### config.mk
export PLATFORM = sky130hd
export DESIGN_NAME = irq_source_request_logic
export DESIGN_NICKNAME = d
export VERILOG_FILES = /design/src/irq_req_pkg.sv /design/src/irq_source_request_logic.sv
export SDC_FILE = /design/constraint.sdc
export NUM_CORES = 1
export LEC_CHECK = 0
export ABC_AREA = 1
export BUFFER_PORTS_ARGS = -buffer_cell sky130_fd_sc_hd__buf_2
export CAP_MARGIN = 20
export CORE_AREA = 5 5 156 158
export CTS_BUF_LIST = sky130_fd_sc_hd__clkbuf_8
export DETAILED_ROUTE_END_ITERATION = 10
export DIE_AREA = 0 0 161 163
export PLACE_DENSITY = 0.6
export SYNTH_ARGS = -nofsm -noshare
export SYNTH_HDL_FRONTEND = slang
export SYNTH_SLANG_ARGS = --single-unit
### constraint.sdc
create_clock -name clk_in -period 3.3 [get_ports clk_in]
set_clock_uncertainty 0.1 [all_clocks]
set_input_delay 0.165 -clock clk_in [delete_from_list [all_inputs] [get_ports clk_in]]
set_output_delay 0.165 -clock clk_in [all_outputs]
set_load 0.01 [all_outputs]
### src/irq_req_pkg.sv
package irq_req_pkg;
  // ----------------------------------------
  // Interrupt numbers
  // ----------------------------------------
  localparam int NUM_W = 4;
  localparam int NUM_CNT = 16;
  localparam logic [NUM_W-1:0] NUM_EXT = 4'h0;
  localparam logic [NUM_W-1:0] NUM_FILT = 4'h1;
  localparam logic [NUM_W-1:0] NUM_CMP = 4'h2;
  localparam logic [NUM_W-1:0] NUM_CAP_OVF = 4'h3;
  localparam logic [NUM_W-1:0] NUM_CAP_MATCH = 4'h4;
  localparam logic [NUM_W-1:0] NUM_PWM_LAST = 4'h5;
  localparam int NUM_MF_BASE = 6;
  localparam int MF_CNT = 7;
  localparam int MF_PWM = 1;
  localparam int PWM_SRC = 4;
  // ----------------------------------------
  // Edge control encoding
  // ----------------------------------------
  localparam logic [1:0] EDGE_OFF = 2'h0;
  localparam logic [1:0] EDGE_RISE = 2'h1;
  localparam logic [1:0] EDGE_FALL = 2'h2;
  localparam logic [1:0] EDGE_BOTH = 2'h3;
  // ----------------------------------------
  // Register map (byte addresses)
  // ----------------------------------------
  localparam int ADDR_W = 6;
  localparam logic [ADDR_W-1:0] REG_CTRL = 6'h00;
  localparam logic [ADDR_W-1:0] REG_PRIO_EN = 6'h04;
  localparam logic [ADDR_W-1:0] REG_PRIO_FLAG = 6'h08;
  localparam logic [ADDR_W-1:0] REG_PWM_FLAG = 6'h0C;
  localparam logic [ADDR_W-1:0] REG_PWM_EN = 6'h10;
  localparam logic [ADDR_W-1:0] REG_SLOT_LO = 6'h14;
  localparam logic [ADDR_W-1:0] REG_SLOT_HI = 6'h18;
  localparam logic [ADDR_W-1:0] REG_EVT_STAT = 6'h1C;
  localparam logic [ADDR_W-1:0] REG_EVT_MASK = 6'h20;
  localparam logic [ADDR_W-1:0] REG_LAST_VEC = 6'h24;
  localparam logic [63:0] SLOT_RESET = 64'hFEDC_BA98_7654_3210;
  // Event status bits
  localparam int EVT_CALL = 0;
  localparam int EVT_STALL = 1;
  localparam int EVT_W = 2;
  // ----------------------------------------
  // Control register layout
  // ----------------------------------------
  typedef struct packed {
    logic filt_pull_high;
    logic filt_is_input;
    logic filt_pin_sel;
    logic ext_pull_high;
    logic ext_is_input;
    logic ext_pin_sel;
    logic [1:0] filter_edge_ctrl;
    logic [1:0] ext_edge_ctrl;
    logic global_irq_enable;
  } ctrl_t;
  localparam int CTRL_W = 11;
  // Vector call handed to the core sequencer
  typedef struct packed {
    logic valid;
    logic [NUM_W-1:0] num;
  } vec_t;
  typedef enum logic [1:0] {
    ST_IDLE = 2'b00,
    ST_CALL = 2'b01
  } call_st_t;
endpackage

### src/irq_source_request_logic.sv
module irq_source_request_logic
  import irq_req_pkg::*;
(
  input wire logic clk_in,
  input wire logic rst_in,
  input wire logic [irq_req_pkg::ADDR_W-1:0] avs_address_in,
  input wire logic avs_read_in,
  input wire logic avs_write_in,
  input wire logic [31:0] avs_writedata_in,
  input wire logic [3:0] avs_byteenable_in,
  output logic [31:0] avs_readdata_out,
  output logic avs_waitrequest_out,
  input wire logic ext_irq_pin_in,
  input wire logic filtered_irq_pin_in,
  input wire logic cmp0_out_in,
  input wire logic capture_overflow_irq_in,
  input wire logic capture_match_irq_in,
  input wire logic pwm_period_irq_in,
  input wire logic [2:0] pwm_duty_irq_in,
  input wire logic pwm_duty_last_irq_in,
  input wire logic [irq_req_pkg::MF_CNT-1:0] mf_event_in,
  input wire logic stack_full_in,
  input wire logic reti_in,
  output irq_req_pkg::vec_t vector_out,
  output logic global_irq_enable_out,
  output logic ext_pull_high_out,
  output logic filt_pull_high_out,
  output logic irq_out
);
  import irq_req_pkg::*;

  // ----------------------------------------
  // Helper functions
  // ----------------------------------------
  // Edge match for a two-bit edge field
  function automatic logic edge_hit(input logic [1:0] sel, input logic prev, input logic cur);
    logic rise;
    logic fall;
    rise = cur & ~prev;
    fall = prev & ~cur;
    case (sel)
      EDGE_RISE: edge_hit = rise;
      EDGE_FALL: edge_hit = fall;
      EDGE_BOTH: edge_hit = rise | fall;
      default: edge_hit = 1'b0;
    endcase
  endfunction

  // Byte-enable merge of a write into a register word
  function automatic logic [31:0] be_merge(input logic [31:0] old, input logic [31:0] wd, input logic [3:0] be);
    logic [31:0] res;
    res = old;
    for (int i = 0; i < 4; i++)
    begin
      if (be[i])
      begin
        res[i*8 +: 8] = wd[i*8 +: 8];
      end
    end
    be_merge = res;
  endfunction

  // ----------------------------------------
  // State
  // ----------------------------------------
  ctrl_t ctrl_q;
  logic [NUM_CNT-1:0] prio_enable_bit_q;
  logic [NUM_CNT-1:0] prio_request_flag_q;
  logic [PWM_SRC-1:0] pwm_req_flag_q;
  logic [PWM_SRC-1:0] pwm_irq_en_q;
  logic [63:0] slot_q;
  logic [EVT_W-1:0] evt_stat_q;
  logic [EVT_W-1:0] evt_mask_q;
  logic wait_q;
  logic [2:0] ext_sync_q;
  logic [2:0] filt_sync_q;
  logic [2:0] cmp_sync_q;
  call_st_t st_q;
  vec_t vec_q;

  // Bus strobes
  logic wr_go;
  logic rd_go;
  logic [31:0] wmask;
  assign wr_go = avs_write_in & ~wait_q;
  assign rd_go = avs_read_in & wait_q;
  assign wmask = be_merge(32'h0000_0000, 32'hFFFF_FFFF, avs_byteenable_in);

  // ----------------------------------------
  // Avalon-MM slave: one wait cycle per access
  // ----------------------------------------
  always_ff @(posedge clk_in)
  begin
    if (rst_in)
    begin
      wait_q <= 1'b1;
    end
    else
    begin
      wait_q <= ~((avs_read_in | avs_write_in) & wait_q);
    end
  end

  // Read data captured in the wait cycle
  always_ff @(posedge clk_in)
  begin
    if (rst_in)
    begin
      avs_readdata_out <= 32'h0000_0000;
    end
    else if (rd_go)
    begin
      case (avs_address_in)
        REG_CTRL: avs_readdata_out <= 32'(ctrl_q);
        REG_PRIO_EN: avs_readdata_out <= 32'(prio_enable_bit_q);
        REG_PRIO_FLAG: avs_readdata_out <= 32'(prio_request_flag_q);
        REG_PWM_FLAG: avs_readdata_out <= 32'(pwm_req_flag_q);
        REG_PWM_EN: avs_readdata_out <= 32'(pwm_irq_en_q);
        REG_SLOT_LO: avs_readdata_out <= slot_q[31:0];
        REG_SLOT_HI: avs_readdata_out <= slot_q[63:32];
        REG_EVT_STAT: avs_readdata_out <= 32'(evt_stat_q);
        REG_EVT_MASK: avs_readdata_out <= 32'(evt_mask_q);
        REG_LAST_VEC: avs_readdata_out <= 32'(vec_q.num);
        default: avs_readdata_out <= 32'h0000_0000;
      endcase
    end
  end

  assign avs_waitrequest_out = wait_q;

  // ----------------------------------------
  // Plain software registers
  // ----------------------------------------
  always_ff @(posedge clk_in)
  begin
    if (rst_in)
    begin
      prio_enable_bit_q <= '0;
      pwm_irq_en_q <= '0;
      slot_q <= SLOT_RESET;
      evt_mask_q <= '0;
    end
    else if (wr_go)
    begin
      case (avs_address_in)
        REG_PRIO_EN: prio_enable_bit_q <= NUM_CNT'(be_merge(32'(prio_enable_bit_q), avs_writedata_in, avs_byteenable_in));
        REG_PWM_EN: pwm_irq_en_q <= PWM_SRC'(be_merge(32'(pwm_irq_en_q), avs_writedata_in, avs_byteenable_in));
        REG_SLOT_LO: slot_q[31:0] <= be_merge(slot_q[31:0], avs_writedata_in, avs_byteenable_in);
        REG_SLOT_HI: slot_q[63:32] <= be_merge(slot_q[63:32], avs_writedata_in, avs_byteenable_in);
        REG_EVT_MASK: evt_mask_q <= EVT_W'(be_merge(32'(evt_mask_q), avs_writedata_in, avs_byteenable_in));
        default: ;
      endcase
    end
  end

  // ----------------------------------------
  // Control register and global enable
  // ----------------------------------------
  logic call_go;
  logic [NUM_W-1:0] pick_num;
  always_ff @(posedge clk_in)
  begin
    if (rst_in)
    begin
      ctrl_q <= '0;
    end
    else
    begin
      if (wr_go && avs_address_in == REG_CTRL)
      begin
        ctrl_q <= ctrl_t'(CTRL_W'(be_merge(32'(ctrl_q), avs_writedata_in, avs_byteenable_in)));
      end
      if (reti_in)
      begin
        ctrl_q.global_irq_enable <= 1'b1;
      end
      if (call_go)
      begin
        ctrl_q.global_irq_enable <= 1'b0;
      end
    end
  end

  // ----------------------------------------
  // Pin and comparator synchronisers
  // ----------------------------------------
  // Two stages, third for edge history
  always_ff @(posedge clk_in)
  begin
    if (rst_in)
    begin
      ext_sync_q <= '0;
      filt_sync_q <= '0;
      cmp_sync_q <= '0;
    end
    else
    begin
      ext_sync_q <= {ext_sync_q[1:0], ext_irq_pin_in};
      filt_sync_q <= {filt_sync_q[1:0], filtered_irq_pin_in};
      cmp_sync_q <= {cmp_sync_q[1:0], cmp0_out_in};
    end
  end

  // ----------------------------------------
  // Source events
  // ----------------------------------------
  logic ext_qual;
  logic filt_qual;
  logic [NUM_CNT-1:0] set_vec;
  logic [NUM_CNT-1:0] clr_vec;
  logic [MF_CNT-1:0] mf_set;
  logic [PWM_SRC-1:0] pwm_evt;
  assign ext_qual = prio_enable_bit_q[NUM_EXT] & ctrl_q.ext_pin_sel & ctrl_q.ext_is_input;
  // Filtered pin routed, input and enabled
  assign filt_qual = prio_enable_bit_q[NUM_FILT] & ctrl_q.filt_pin_sel & ctrl_q.filt_is_input;
  // Period and duty 0-2 feed group 1
  assign pwm_evt = {pwm_duty_irq_in, pwm_period_irq_in};

  // Group requests, PWM gated by source enables
  always_comb
  begin
    mf_set = mf_event_in;
    // Grouped PWM needs its own enable
    mf_set[MF_PWM] = mf_event_in[MF_PWM] | (|(pwm_evt & pwm_irq_en_q));
  end

  always_comb
  begin
    set_vec = '0;
    set_vec[NUM_EXT] = ext_qual & edge_hit(ctrl_q.ext_edge_ctrl, ext_sync_q[2], ext_sync_q[1]);
    set_vec[NUM_FILT] = filt_qual & edge_hit(ctrl_q.filter_edge_ctrl, filt_sync_q[2], filt_sync_q[1]);
    set_vec[NUM_CMP] = cmp_sync_q[2] ^ cmp_sync_q[1];
    set_vec[NUM_CAP_OVF] = capture_overflow_irq_in;
    set_vec[NUM_CAP_MATCH] = capture_match_irq_in;
    set_vec[NUM_PWM_LAST] = pwm_duty_last_irq_in;
    // Group numbers follow the single sources
    // Any grouped source but a disabled PWM one sets its group
    set_vec[NUM_MF_BASE +: MF_CNT] = mf_set;
  end

  // Clears from software and from servicing
  always_comb
  begin
    clr_vec = '0;
    if (wr_go && avs_address_in == REG_PRIO_FLAG)
    begin
      clr_vec = NUM_CNT'(avs_writedata_in & wmask);
    end
    // Serviced flag dropped, the number being called now
    if (call_go)
    begin
      clr_vec[pick_num] = 1'b1;
    end
  end

  // ----------------------------------------
  // Request flags
  // ----------------------------------------
  // Flags hold regardless of global enable; set beats clear
  always_ff @(posedge clk_in)
  begin
    if (rst_in)
    begin
      prio_request_flag_q <= '0;
    end
    else
    begin
      prio_request_flag_q <= (prio_request_flag_q & ~clr_vec) | set_vec;
    end
  end

  // PWM source flags set on match, cleared only by software
  always_ff @(posedge clk_in)
  begin
    if (rst_in)
    begin
      pwm_req_flag_q <= '0;
    end
    else if (wr_go && avs_address_in == REG_PWM_FLAG)
    begin
      pwm_req_flag_q <= (pwm_req_flag_q & ~PWM_SRC'(avs_writedata_in & wmask)) | pwm_evt;
    end
    else
    begin
      pwm_req_flag_q <= pwm_req_flag_q | pwm_evt;
    end
  end

  // ----------------------------------------
  // Slot order and vector call
  // ----------------------------------------
  logic [NUM_CNT-1:0] ready;
  logic pick_ok;
  assign ready = prio_request_flag_q & prio_enable_bit_q;

  always_comb
  begin
    pick_ok = 1'b0;
    pick_num = '0;
    for (int s = NUM_CNT - 1; s >= 0; s--)
    begin
      if (ready[slot_q[s*NUM_W +: NUM_W]])
      begin
        pick_ok = 1'b1;
        pick_num = slot_q[s*NUM_W +: NUM_W];
      end
    end
  end

  assign call_go = (st_q == ST_IDLE) & pick_ok & ctrl_q.global_irq_enable & ~stack_full_in;

  always_ff @(posedge clk_in)
  begin
    if (rst_in)
    begin
      st_q <= ST_IDLE;
      vec_q <= '0;
    end
    else
    begin
      case (st_q)
        ST_IDLE:
        begin
          vec_q.valid <= call_go;
          vec_q.num <= call_go ? pick_num : vec_q.num;
          st_q <= call_go ? ST_CALL : ST_IDLE;
        end
        ST_CALL:
        begin
          vec_q.valid <= 1'b0;
          st_q <= ST_IDLE;
        end
        default:
        begin
          vec_q.valid <= 1'b0;
          st_q <= ST_IDLE;
        end
      endcase
    end
  end

  // ----------------------------------------
  // Event status, mask and interrupt line
  // ----------------------------------------
  logic [EVT_W-1:0] evt_set;
  assign evt_set = {pick_ok & ctrl_q.global_irq_enable & stack_full_in, call_go};
  always_ff @(posedge clk_in)
  begin
    if (rst_in)
    begin
      evt_stat_q <= '0;
      irq_out <= 1'b0;
    end
    else
    begin
      if (wr_go && avs_address_in == REG_EVT_STAT)
      begin
        evt_stat_q <= (evt_stat_q & ~EVT_W'(avs_writedata_in & wmask)) | evt_set;
      end
      else
      begin
        evt_stat_q <= evt_stat_q | evt_set;
      end
      irq_out <= |(evt_stat_q & evt_mask_q);
    end
  end

  // Registered side outputs
  always_ff @(posedge clk_in)
  begin
    if (rst_in)
    begin
      global_irq_enable_out <= 1'b0;
      ext_pull_high_out <= 1'b0;
      filt_pull_high_out <= 1'b0;
    end
    else
    begin
      global_irq_enable_out <= ctrl_q.global_irq_enable;
      ext_pull_high_out <= ctrl_q.ext_pull_high;
      filt_pull_high_out <= ctrl_q.filt_pull_high;
    end
  end

  assign vector_out = vec_q;
endmodule

==> results of run 1 <==
-- logic make-up after synthesis --
kind of cell,count (synthesis),synth area share
xor gates and xnor gates,1,0.000890
buffers and inverters,261,0.106
AOI/OAI and AO/OA,588,0.324
and+or+nand+nor,498,0.219
adders and majority gates,4,0.00508
DFF,170,0.346
-- worst max-delay path by stage --
stage | startpoint | end | slack [ns]
floorplan | prio_request_flag_q[1]$_SDFF_PP0_ | prio_request_flag_q[11]$_SDFF_PP0_ | 0.66
global placement | prio_request_flag_q[0]$_SDFF_PP0_ | prio_request_flag_q[12]$_SDFF_PP0_ | -0.13
detailed placement | prio_request_flag_q[0]$_SDFF_PP0_ | prio_request_flag_q[12]$_SDFF_PP0_ | -0.12
CTS | prio_request_flag_q[0]$_SDFF_PP0_ | prio_request_flag_q[12]$_SDFF_PP0_ | -0.007
global route | prio_request_flag_q[0]$_SDFF_PP0_ | prio_request_flag_q[13]$_SDFF_PP0_ | -0.29
finish | prio_request_flag_q[0]$_SDFF_PP0_ | prio_request_flag_q[14]$_SDFF_PP0_ | 0.005
-- flip-flops by register name (all words and copies together), names as in the netlist, 3 cells and up --
register             cells
avs_readdata_out        32
pwm_req_flag_q           4
prio_request_flag_q     16
pwm_irq_en_q             4
filt_sync_q              3
vector_out               5
slot_q                  64
prio_enable_bit_q       16
cmp_sync_q               3
ext_sync_q               3
ctrl_q                  11
-- power by group through the flow --
| stage | combinational (mW) | sequential (mW) | clock, mW |
|---|---|---|---|
| after global placement | 0.287 | 2.14 | 0 |
| after detailed placement | 0.288 | 2.14 | 0 |
| after global routing | 0.398 | 2.10 | 1.73 |
| final | 0.370 | 2.09 | 1.63 |
| after CTS | 0.343 | 2.09 | 1.64 |
| after floorplan | 0.141 | 2.14 | 0 |
-- what timing repair did --
| action | in CTS | in global routing |
|---|---|---|
| buffers inserted | 0 | 18 |
| gates resized for setup | 11 | 83 |
| hold buffers | 59 | 0 |
| endpoints found under the setup margin | 14 | 22 |
| pin swaps | 0 | 21 |
| hold endpoints to repair | 114 | 0 |
| cloned | 0 | 1 |
-- metal layers --
layer | routed length, µm | part of all wire
met5 | 26 | 0.00058
met4 | 2500 | 0.056
met3 | 3650 | 0.082
met2 | 19800 | 0.44
met1 | 18600 | 0.42
-- layout make-up --
type	count	share of cell area
Tap cell	290	0.0270
Sequential cell	170	0.255
Clock inverter	15	0.0144
Inverter	185	0.0530
Multi-Input combinational cell	1092	0.422
Clock buffer	17	0.0174
Timing Repair Buffer	378	0.212
-- cells in the final DEF (no fill, tap or decap), drive strengths merged, types with 19 or more instances in the layout --
cell / Yosys / final
dfxtp: 170 / 170
buf: 25 / 319
o211ai: 19 / 19
inv: 182 / 187
o22ai: 26 / 26
nand3: 127 / 127
nand2: 290 / 291
o21ai: 230 / 230
a21oi: 275 / 275
nor2: 60 / 60
dlygate4sd3: 0 / 59
-- metrics by stage --
stage,setup WS [ns],cells
finish,0.00487,2147
global route,-0.294,2147
floorplan,0.660,1522
detailed placement,-0.121,2037
CTS,-0.00733,2128
global placement,-0.128,2037
==> flow_summary.yaml, run 1 <==
status:
  outcome: "finished clean"
floorplan:
  die_h_um: 163
  initial_core_util: 0.429
  core-area_mm2: 0.0230
  rows: 56
  die_w_um: 161
  die_area_mm2: 0.0262
  ios: 107
synth:
  ys_types: 47
  yosys_register_bits: 170
  synth_area_per_cell_um2: 6.47
  synth.area.top_cells: "dfxtp_1, a21oi_1, nand2_1, o21ai_0, nand3_1"
  syn_area_mm2: 0.00985
  synth_common_cells: "nand2_1, a21oi_1, o21ai_0, dfxtp_1, inv_1"
  synth_nets: 1591
  synthFlopType: "dfxtp_1"
  synth_edf_count: 0
  async_flop_share: 0
  yosysSeqAreaShare: 0.346
  synthCells: 1522
  synthMostInstantiatedCell: "nand2_1"
  yosysTopAreaCell: "dfxtp_1"
  yosysWarningCount: 0
  synth.top_cell.area_share: 0.346
finish:
  fin_nets: 1913
  register_area_mm2: 0.00342
  area_growth_pct: 36.3
  fin_util: 0.584
  multi_input_area_mm2: 0.00566
  fillerInstances: 2297
  fin_area_mm2: 0.0134
  diodes: 0
  layout-drive-gt1-share: 0.255
sta:
  worst_pin_slew_ns: 1.07
  setup-tns-final_ns: 0
  period_minus_slack_ns: 3.30
  max_freq_mhz: 303
  hold_violations: 0
  finalSetupViolCount: 0
  relSlewSlack: 0.287
  grt_setup_unrepaired: "true"
  finalCritPeriodShare: 0.999
  hold_slack_ns: 0.0502
  maxSlewViolCount: 0
critical_path:
  cpMostUsedCell: "nand2_1"
  worstPathArrival_ns: 3.61
  crit_buf_inv: 6
  cpPeakStageDelay_ns: 0.38
  slowest_stage: "dfxtp_2"
  criticalPathCategory: "reg2reg"
  required_ns: 3.61
  cp_top_family: "simple AND/OR/NAND/NOR gates"
  reg2reg_to: "prio_request_flag_q[14]$_SDFF_PP0_"
  endpoint_kind: "flop"
  crit_fanout: 5
  r2r-start: "prio_request_flag_q[0]$_SDFF_PP0_"
  regToRegSetupSlack_ns: 0.005
  cp.depth: 39
  cp-start-kind: "flop"
  rr_worst_depth: 39
grt:
  grt_pass1_wl_mm: 66.0
  grt_use_met2: 0.518
  top_usage_layer: "met2"
  grt-ovfl-total: 0
  grtUsageMet3: 0.0552
  grt_max_degree: 66
  use_met1: 0.423
  track_usage: 0.325
  grt_pass1_vias: 11400
  grt_antenna_before_repair: 1
place:
  io_buffers: 106
  place.gp.congestion: 1.04
  place_hpwl_mm: 33.1
  dpl_cell_area_mm2: 0.0119
worst_hold_path:
  holdCritStartpoint: "rst_in"
  holdPathStages: 2
  hp-class: "in2reg"
  hold_end: "avs_readdata_out[25]$_SDFFE_PP0P_"
clocking:
  cts_sinks: 170
  cts_made_buffers: 17
  clk_pin_slew_ns: 0.13
  cts_max_level: 4
  cts_root_buf: "clkbuf_8"
  insertion_delay_ns: 0.50
  clk_path_buf_depth: 2
  cts_tree: "done"
routing:
  ant_nets: 0
  first_pass_iters: 7
  drt-total-wl_mm: 44.5
  num_vias: 12300
  vias_per_cell: 5.71
  first_iter_violations: 1378
  post_drt_wl_per_cell_um: 20.7
  drc: 0
pwr:
  clock_power_share: 0.398
  power.density_mw_per_mm2: 305
  internal_power_mw: 2.82
  comb_power_share: 0.090
  p_total_mw: 4.09
  power_switching_mw: 1.27
  switching_share: 0.310
  pwr-share-seq: 0.512
  max-vdd-ir-drop_v: 0.000264
  p_leak_nw: 6.18
job:
  cap_violations: 0
Note: power is estimated with default switching activity, not from simulation.
==> run 2, diff against run 1 <==
--- a/config.mk
+++ b/config.mk
@@ -5,13 +5,12 @@
 export SDC_FILE = /design/constraint.sdc
 export NUM_CORES = 1
 export LEC_CHECK = 0
-export ABC_AREA = 1
 export BUFFER_PORTS_ARGS = -buffer_cell sky130_fd_sc_hd__buf_2
 export CAP_MARGIN = 20
-export CORE_AREA = 5 5 156 158
+export CORE_AREA = 5 5 162 164
 export CTS_BUF_LIST = sky130_fd_sc_hd__clkbuf_8
 export DETAILED_ROUTE_END_ITERATION = 10
-export DIE_AREA = 0 0 161 163
+export DIE_AREA = 0 0 167 169
 export PLACE_DENSITY = 0.6
 export SYNTH_ARGS = -nofsm -noshare
 export SYNTH_HDL_FRONTEND = slang
==> run 2 against run 1 <==
Highest routed layer unchanged. Flip-flop and latch count is the same. Sequential power is essentially flat. Wire length is essentially flat. Hold slack gained 0.081 ns. Utilization grew 0.71 points. First-iteration DRC count shrank 7.4%. Critical path depth shrank 27. Sequential share of layout area shrank 1.9 points. Non-clock buffer count grew 39. Synthesized cell count shrank 18%. Largest power group unchanged. Total power shrank 4.3%. The flow now finishes with violations (negative setup slack). Combinational power shrank 21%. Largest cell class unchanged.
==> flow_summary.yaml, run 2 <==
critical_path:
  worstPathArrival_ns: 3.78
  cpMostUsedCell: "buf_6"
  regToRegSetupSlack_ns: -0.19
  slowest_stage: "or4b_4"
  criticalPathCategory: "reg2reg"
  required_ns: 3.59
  path_cells: "and2_4, buf_6, mux4_2, nand3b_1, nand4_1, or3_4, or4b_4, and3_4, o21ai_2, buf_6, nor2_1, a221oi_2"
  endpoint_kind: "flop"
  cp-start-kind: "flop"
  cpPeakStageDelay_ns: 0.59
  crit_fanout: 8
clocking:
  cts_tree: "done"
  insertion_delay_ns: 0.48
  cts_max_level: 4
  cts_made_buffers: 17
  clk_pin_slew_ns: 0.12
  cts_sinks: 170
  clk_path_buf_depth: 2
  cts_root_buf: "clkbuf_8"
worst_hold_path:
  hp-class: "in2reg"
synth:
  async_flop_share: 0
  synth_area_per_cell_um2: 8.52
  yosysWarningCount: 0
  synth.top_cell.area_share: 0.321
  synth_compound_area_frac: 0.189
  yosys_register_bits: 170
  synth_xor_area_frac: 0.000825
  syn_area_mm2: 0.0106
  ys_types: 78
  synthAdderAreaFrac: 0.00471
  synth_edf_count: 0
  yosysSeqAreaShare: 0.321
  synth_mux_area_frac: 0.211
  synth_top_family_by_area: "simple AND/OR/NAND/NOR gates"
  yosys.area_share.simple: 0.226
  synth.area.top_cells: "dfxtp_1, mux4_2, nand2_1, a21oi_1, mux2i_1"
  synthFlopType: "dfxtp_1"
  synth_common_cells: "nand2_1, dfxtp_1, a21oi_1, nor2_1, clkbuf_1"
  yosysTopAreaCell: "dfxtp_1"
  synth_nets: 1315
  synthCells: 1246
  synthMostInstantiatedCell: "nand2_1"
finish:
  final_cells: 1919
  top_regs: "slot_q x64, avs_readdata_out x32"
  fin_util: 0.591
  largest_reg_flops: 64
  regMostFlops: "slot_q"
  fin_nets: 1646
  layout-drive-gt1-share: 0.381
  fin_area_mm2: 0.0146
  area_growth_pct: 37.8
  layout_commonest_cell: "buf_4"
  layout_common_cells: "buf_4, nand2_1, dfxtp_1, a21oi_1, buf_2"
  diodes: 0
sta:
  grt_setup_unrepaired: "true"
  hold_slack_ns: 0.131
  finalSetupViolCount: 21
  layout_setup_ws_ns: -0.195
  hold_violations: 0
  relSlewSlack: 0.289
  setup-tns-final_ns: -2.29
  max_freq_mhz: 286
  finalCritPeriodShare: 1.06
  maxSlewViolCount: 0
  worst_pin_slew_ns: 1.07
  period_minus_slack_ns: 3.49
grt:
  grt_pass1_wl_mm: 68.6
  track_usage: 0.310
  use_met1: 0.416
  grt_use_met2: 0.504
  grtUsageMet3: 0.0556
  grt_antenna_before_repair: 1
  grt_max_degree: 95
  grt-ovfl-total: 0
  grt_pass1_vias: 11500
  top_usage_layer: "met2"
routing:
  post_drt_wl_per_cell_um: 23.2
  drc: 0
  drt-total-wl_mm: 44.5
  ant_nets: 0
  first_iter_violations: 1276
  first_pass_iters: 7
  num_vias: 11700
  vias_per_cell: 6.10
pwr:
  power.density_mw_per_mm2: 268
  comb_power_share: 0.074
  power_switching_mw: 1.15
  internal_power_mw: 2.77
  max-vdd-ir-drop_v: 0.000288
  switching_share: 0.294
  p_leak_nw: 5.67
  pwr-share-seq: 0.534
  p_total_mw: 3.92
  clock_power_share: 0.392
place:
  place_ws_ns: -0.504
  place.gp.congestion: 1.04
  io_buffers: 106
  dpl_cell_area_mm2: 0.0130
  placed_cells: 1809
  place_hpwl_mm: 33.7
floorplan:
  ios: 107
  core-area_mm2: 0.0247
  die_h_um: 169
  die_area_mm2: 0.0282
  die_w_um: 167
  rows: 58
  initial_core_util: 0.429
status:
  violations: "negative setup slack"
  outcome: "finished, violations left"
job:
  cap_violations: 0
## run 2: changes by cell type in the layout (fill, tap and decap cells not counted), sizes merged, moves of 12 or more
cell,delta
a21oi,-152
nor2b,+27
o21ai,-207
and2,+29
mux2i,+47
nor3,+12
mux4,+76
buf,+39
nand3,-79
inv,-167
a22oi,+33
nor2,+49
o22ai,-18
nand2,-62
## run 2: cells by family (layout without fill, tap and decap cells)
kind of cell,count (synthesis),after routing
and+or+nand+nor,525,525
buffers and inverters,120,463
adders and majority gates,4,4
AOI/OAI and AO/OA,298,298
muxes,128,128
DFF,170,170
xor gates and xnor gates,1,1
## run 2: worst max-delay path, delay by kind of cell (launching register included)
family,cells,cell delay [ns]
compound gates,2,0.34
simple gates,7,1.86
mux,1,0.47
flops,1,0.34
buf+inv,2,0.27
## run 2: worst paths after layout
kind,from,endpoint,cells after the start
min,avs_address_in[0],evt_mask_q[1]$_SDFFE_PP0P_,5
min reg2reg,filt_sync_q[0]$_SDFF_PP0_,filt_sync_q[1]$_SDFF_PP0_,1
max,prio_enable_bit_q[8]$_SDFFE_PP0P_,prio_request_flag_q[14]$_SDFF_PP0_,12
max reg2reg,prio_enable_bit_q[8]$_SDFFE_PP0P_,prio_request_flag_q[14]$_SDFF_PP0_,12
## run 2: what timing repair did
item	CTS	global route
pin swaps	25	12
hold buffers	59	0
gates resized for setup	141	25
setup buffers	16	8
endpoints found under the hold margin	130	0
setup endpoints to repair	23	21
## run 2: power by group through the flow
stage | clock network (mW) | registers [mW] | logic, mW
detailed placement | 0 | 2.14 | 0.223
global route | 1.63 | 2.09 | 0.311
floorplan | 0 | 2.13 | 0.0947
CTS | 1.56 | 2.09 | 0.283
global placement | 0 | 2.13 | 0.222
finish | 1.54 | 2.09 | 0.291
## run 2: area by class of cell
class / count / area (µm²)
tap: 330 / 413
clock buffer: 17 / 234
fill: 2275 / 10100
multi-input combinational: 956 / 7170
timing repair buffer: 417 / 3160
sequential: 170 / 3440
inverter: 15 / 58.8
clock inverter: 14 / 156
## run 2: per-layer routing
metal / part of all wire / vias to the layer above
li1: - / 5252
met1: 0.41 / 5699
met2: 0.47 / 634
met3: 0.088 / 115
met4: 0.038 / 2
met5: 0.00020 / -
==> run 3, diff against run 2 <==
--- a/config.mk
+++ b/config.mk
@@ -12,6 +12,7 @@
 export DETAILED_ROUTE_END_ITERATION = 10
 export DIE_AREA = 0 0 167 169
 export PLACE_DENSITY = 0.6
+export RECOVER_POWER = 100
 export SYNTH_ARGS = -nofsm -noshare
 export SYNTH_HDL_FRONTEND = slang
 export SYNTH_SLANG_ARGS = --single-unit
==> run 3 against run 2 <==
The run still ends with negative setup slack left. Non-clock buffer count is the same. Sequential share of layout area grew 0.085 points. Via count grew 0.45%. Utilization shrank 0.21 points. Register-to-register slack is essentially flat. Wire length is essentially flat. Clock power is essentially flat. Hold slack is essentially flat. Count of clock-buffer cells in the layout is the same. Final area shrank 0.36%. Maximum frequency is essentially flat.
==> flow_summary.yaml, run 3 (synthesis gave the netlist of run 2 again) <==
status:
  outcome: "finished, violations left"
  violations: "negative setup slack"
sta:
  relSlewSlack: 0.285
  max_freq_mhz: 286
  hold_violations: 0
  layout_setup_ws_ns: -0.193
  period_minus_slack_ns: 3.49
  finalCritPeriodShare: 1.06
  grt_setup_unrepaired: "true"
  maxSlewViolCount: 0
  worst_pin_slew_ns: 1.07
  finalSetupViolCount: 21
clocking:
  clk_pin_slew_ns: 0.11
  cts_root_buf: "clkbuf_8"
  cts_tree: "done"
  cts_made_buffers: 17
  clk_path_buf_depth: 2
  cts_max_level: 4
  cts_sinks: 170
  insertion_delay_ns: 0.49
finish:
  area_growth_pct: 37.3
  layout_common_cells: "buf_4, nand2_1, dfxtp_1, a21oi_1, nor2_1"
  largest_reg_flops: 64
  regMostFlops: "slot_q"
  top_regs: "slot_q x64, avs_readdata_out x32"
  fin_nets: 1646
  final_cells: 1919
  layout_commonest_cell: "buf_4"
  layout-drive-gt1-share: 0.354
  diodes: 0
grt:
  grt_antenna_before_repair: 1
  track_usage: 0.310
  grt-ovfl-total: 0
  grt_pass1_vias: 11500
  grt_max_degree: 95
  grt_pass1_wl_mm: 68.6
critical_path:
  required_ns: 3.59
  criticalPathCategory: "reg2reg"
  endpoint_kind: "flop"
  slowest_stage: "or4b_4"
  cpPeakStageDelay_ns: 0.59
  cpMostUsedCell: "buf_6"
  regToRegSetupSlack_ns: -0.19
  crit_fanout: 8
  r2r-start: "prio_enable_bit_q[8]$_SDFFE_PP0P_"
  reg2reg_to: "prio_request_flag_q[14]$_SDFF_PP0_"
  rr_worst_depth: 12
  cp-start-kind: "flop"
  worstPathArrival_ns: 3.78
  path_cells: "and2_4, buf_6, mux4_2, nand3b_1, nand4_1, or3_4, or4b_4, and3_4, o21ai_2, buf_6, nor2_1, a221oi_2"
place:
  placed_cells: 1809
  place_hpwl_mm: 33.7
  io_buffers: 106
  place_ws_ns: -0.504
  place.gp.congestion: 1.04
routing:
  post_drt_wl_per_cell_um: 23.2
  drt-total-wl_mm: 44.6
  vias_per_cell: 6.13
  ant_nets: 0
  num_vias: 11800
  first_pass_iters: 5
  first_iter_violations: 1242
  drc: 0
worst_hold_path:
  hold_end: "avs_readdata_out[0]$_SDFFE_PP0P_"
  holdCritStartpoint: "avs_address_in[0]"
  holdPathStages: 6
  hp-class: "in2reg"
floorplan:
  die_h_um: 169
  die_w_um: 167
  rows: 58
  ios: 107
  core-area_mm2: 0.0247
  initial_core_util: 0.429
  die_area_mm2: 0.0282
pwr:
  max-vdd-ir-drop_v: 0.000288
  p_leak_nw: 5.49
  power.density_mw_per_mm2: 269
job:
  cap_violations: 0
## run 3: changes by cell type in the layout (fill, tap and decap cells not counted)
| cell | delta |
|---|---|
| buf_2 | -42 |
| and2_1 | -1 |
| clkbuf_1 | +42 |
| and2_0 | +1 |
## run 3: worst max-delay path, delay by kind of cell, from the launching register on
family | cells | cell delay (ns)
compound gates | 2 | 0.34
mux | 1 | 0.47
flops | 1 | 0.34
buf+inv | 2 | 0.27
simple gates | 7 | 1.86
## run 3: cell type report
class                           instances  area (µm²)
Sequential cell                       170        3440
Clock buffer                           17         234
Multi-Input combinational cell        956        7170
Timing Repair Buffer                  417        3100
Fill cell                            2292       10200
Inverter                               15        58.8
Tap cell                              330         413
Clock inverter                         14         156
## run 3: worst max-delay path by stage
stage                                                  start                                 end  slack (ns)
final                      prio_enable_bit_q[8]$_SDFFE_PP0P_  prio_request_flag_q[14]$_SDFF_PP0_       -0.19
after global routing       prio_enable_bit_q[5]$_SDFFE_PP0P_   prio_request_flag_q[5]$_SDFF_PP0_       -0.25
after CTS                  prio_enable_bit_q[8]$_SDFFE_PP0P_   prio_request_flag_q[0]$_SDFF_PP0_       -0.10
after detailed placement             slot_q[49]$_SDFFE_PP0P_  prio_request_flag_q[15]$_SDFF_PP0_       -0.50
after global placement               slot_q[49]$_SDFFE_PP0P_  prio_request_flag_q[15]$_SDFF_PP0_       -0.50
after floorplan           prio_request_flag_q[12]$_SDFF_PP0_   prio_request_flag_q[5]$_SDFF_PP0_        0.02
## run 3: per-stage QoR
step	TNS, ns	hold WS (ns)	instance area, µm²	util	power, mW
final	-2.25	0.131	14600	0.589	3.92
after global routing	-3.65	0.149	14600	0.589	4.04
after CTS	-0.980	0.0944	14500	0.585	3.93
after detailed placement	-5.90	0.272	13000	0.524	2.36
after global placement	-5.85	0.275	13000	0.524	2.36
after floorplan	0	0.149	10600	-	2.23
## run 3: routing by layer
metal  share of wire  track usage  up-vias
li1                -            -     5255
met1            0.41        0.416     5751
met2            0.47        0.504      622
met3           0.086       0.0556      125
met4           0.040        0.116        2
met5         0.00020            0        -
## run 3: repair_timing
item | CTS | global route
setup endpoints to repair | 23 | 21
resized for setup | 141 | 25
gates cloned | 0 | 0
buffers inserted | 16 | 8
hold buffers | 59 | 0
pin swaps | 25 | 12
hold endpoints to repair | 130 | 0
## run 3: report_power, final
group,internal [mW],leakage (nW),switching [mW]
Clock,0.566,0.198,0.976
Combinational,0.127,3.91,0.164
Sequential,2.07,1.39,0.0183
Total,2.77,5.49,1.16
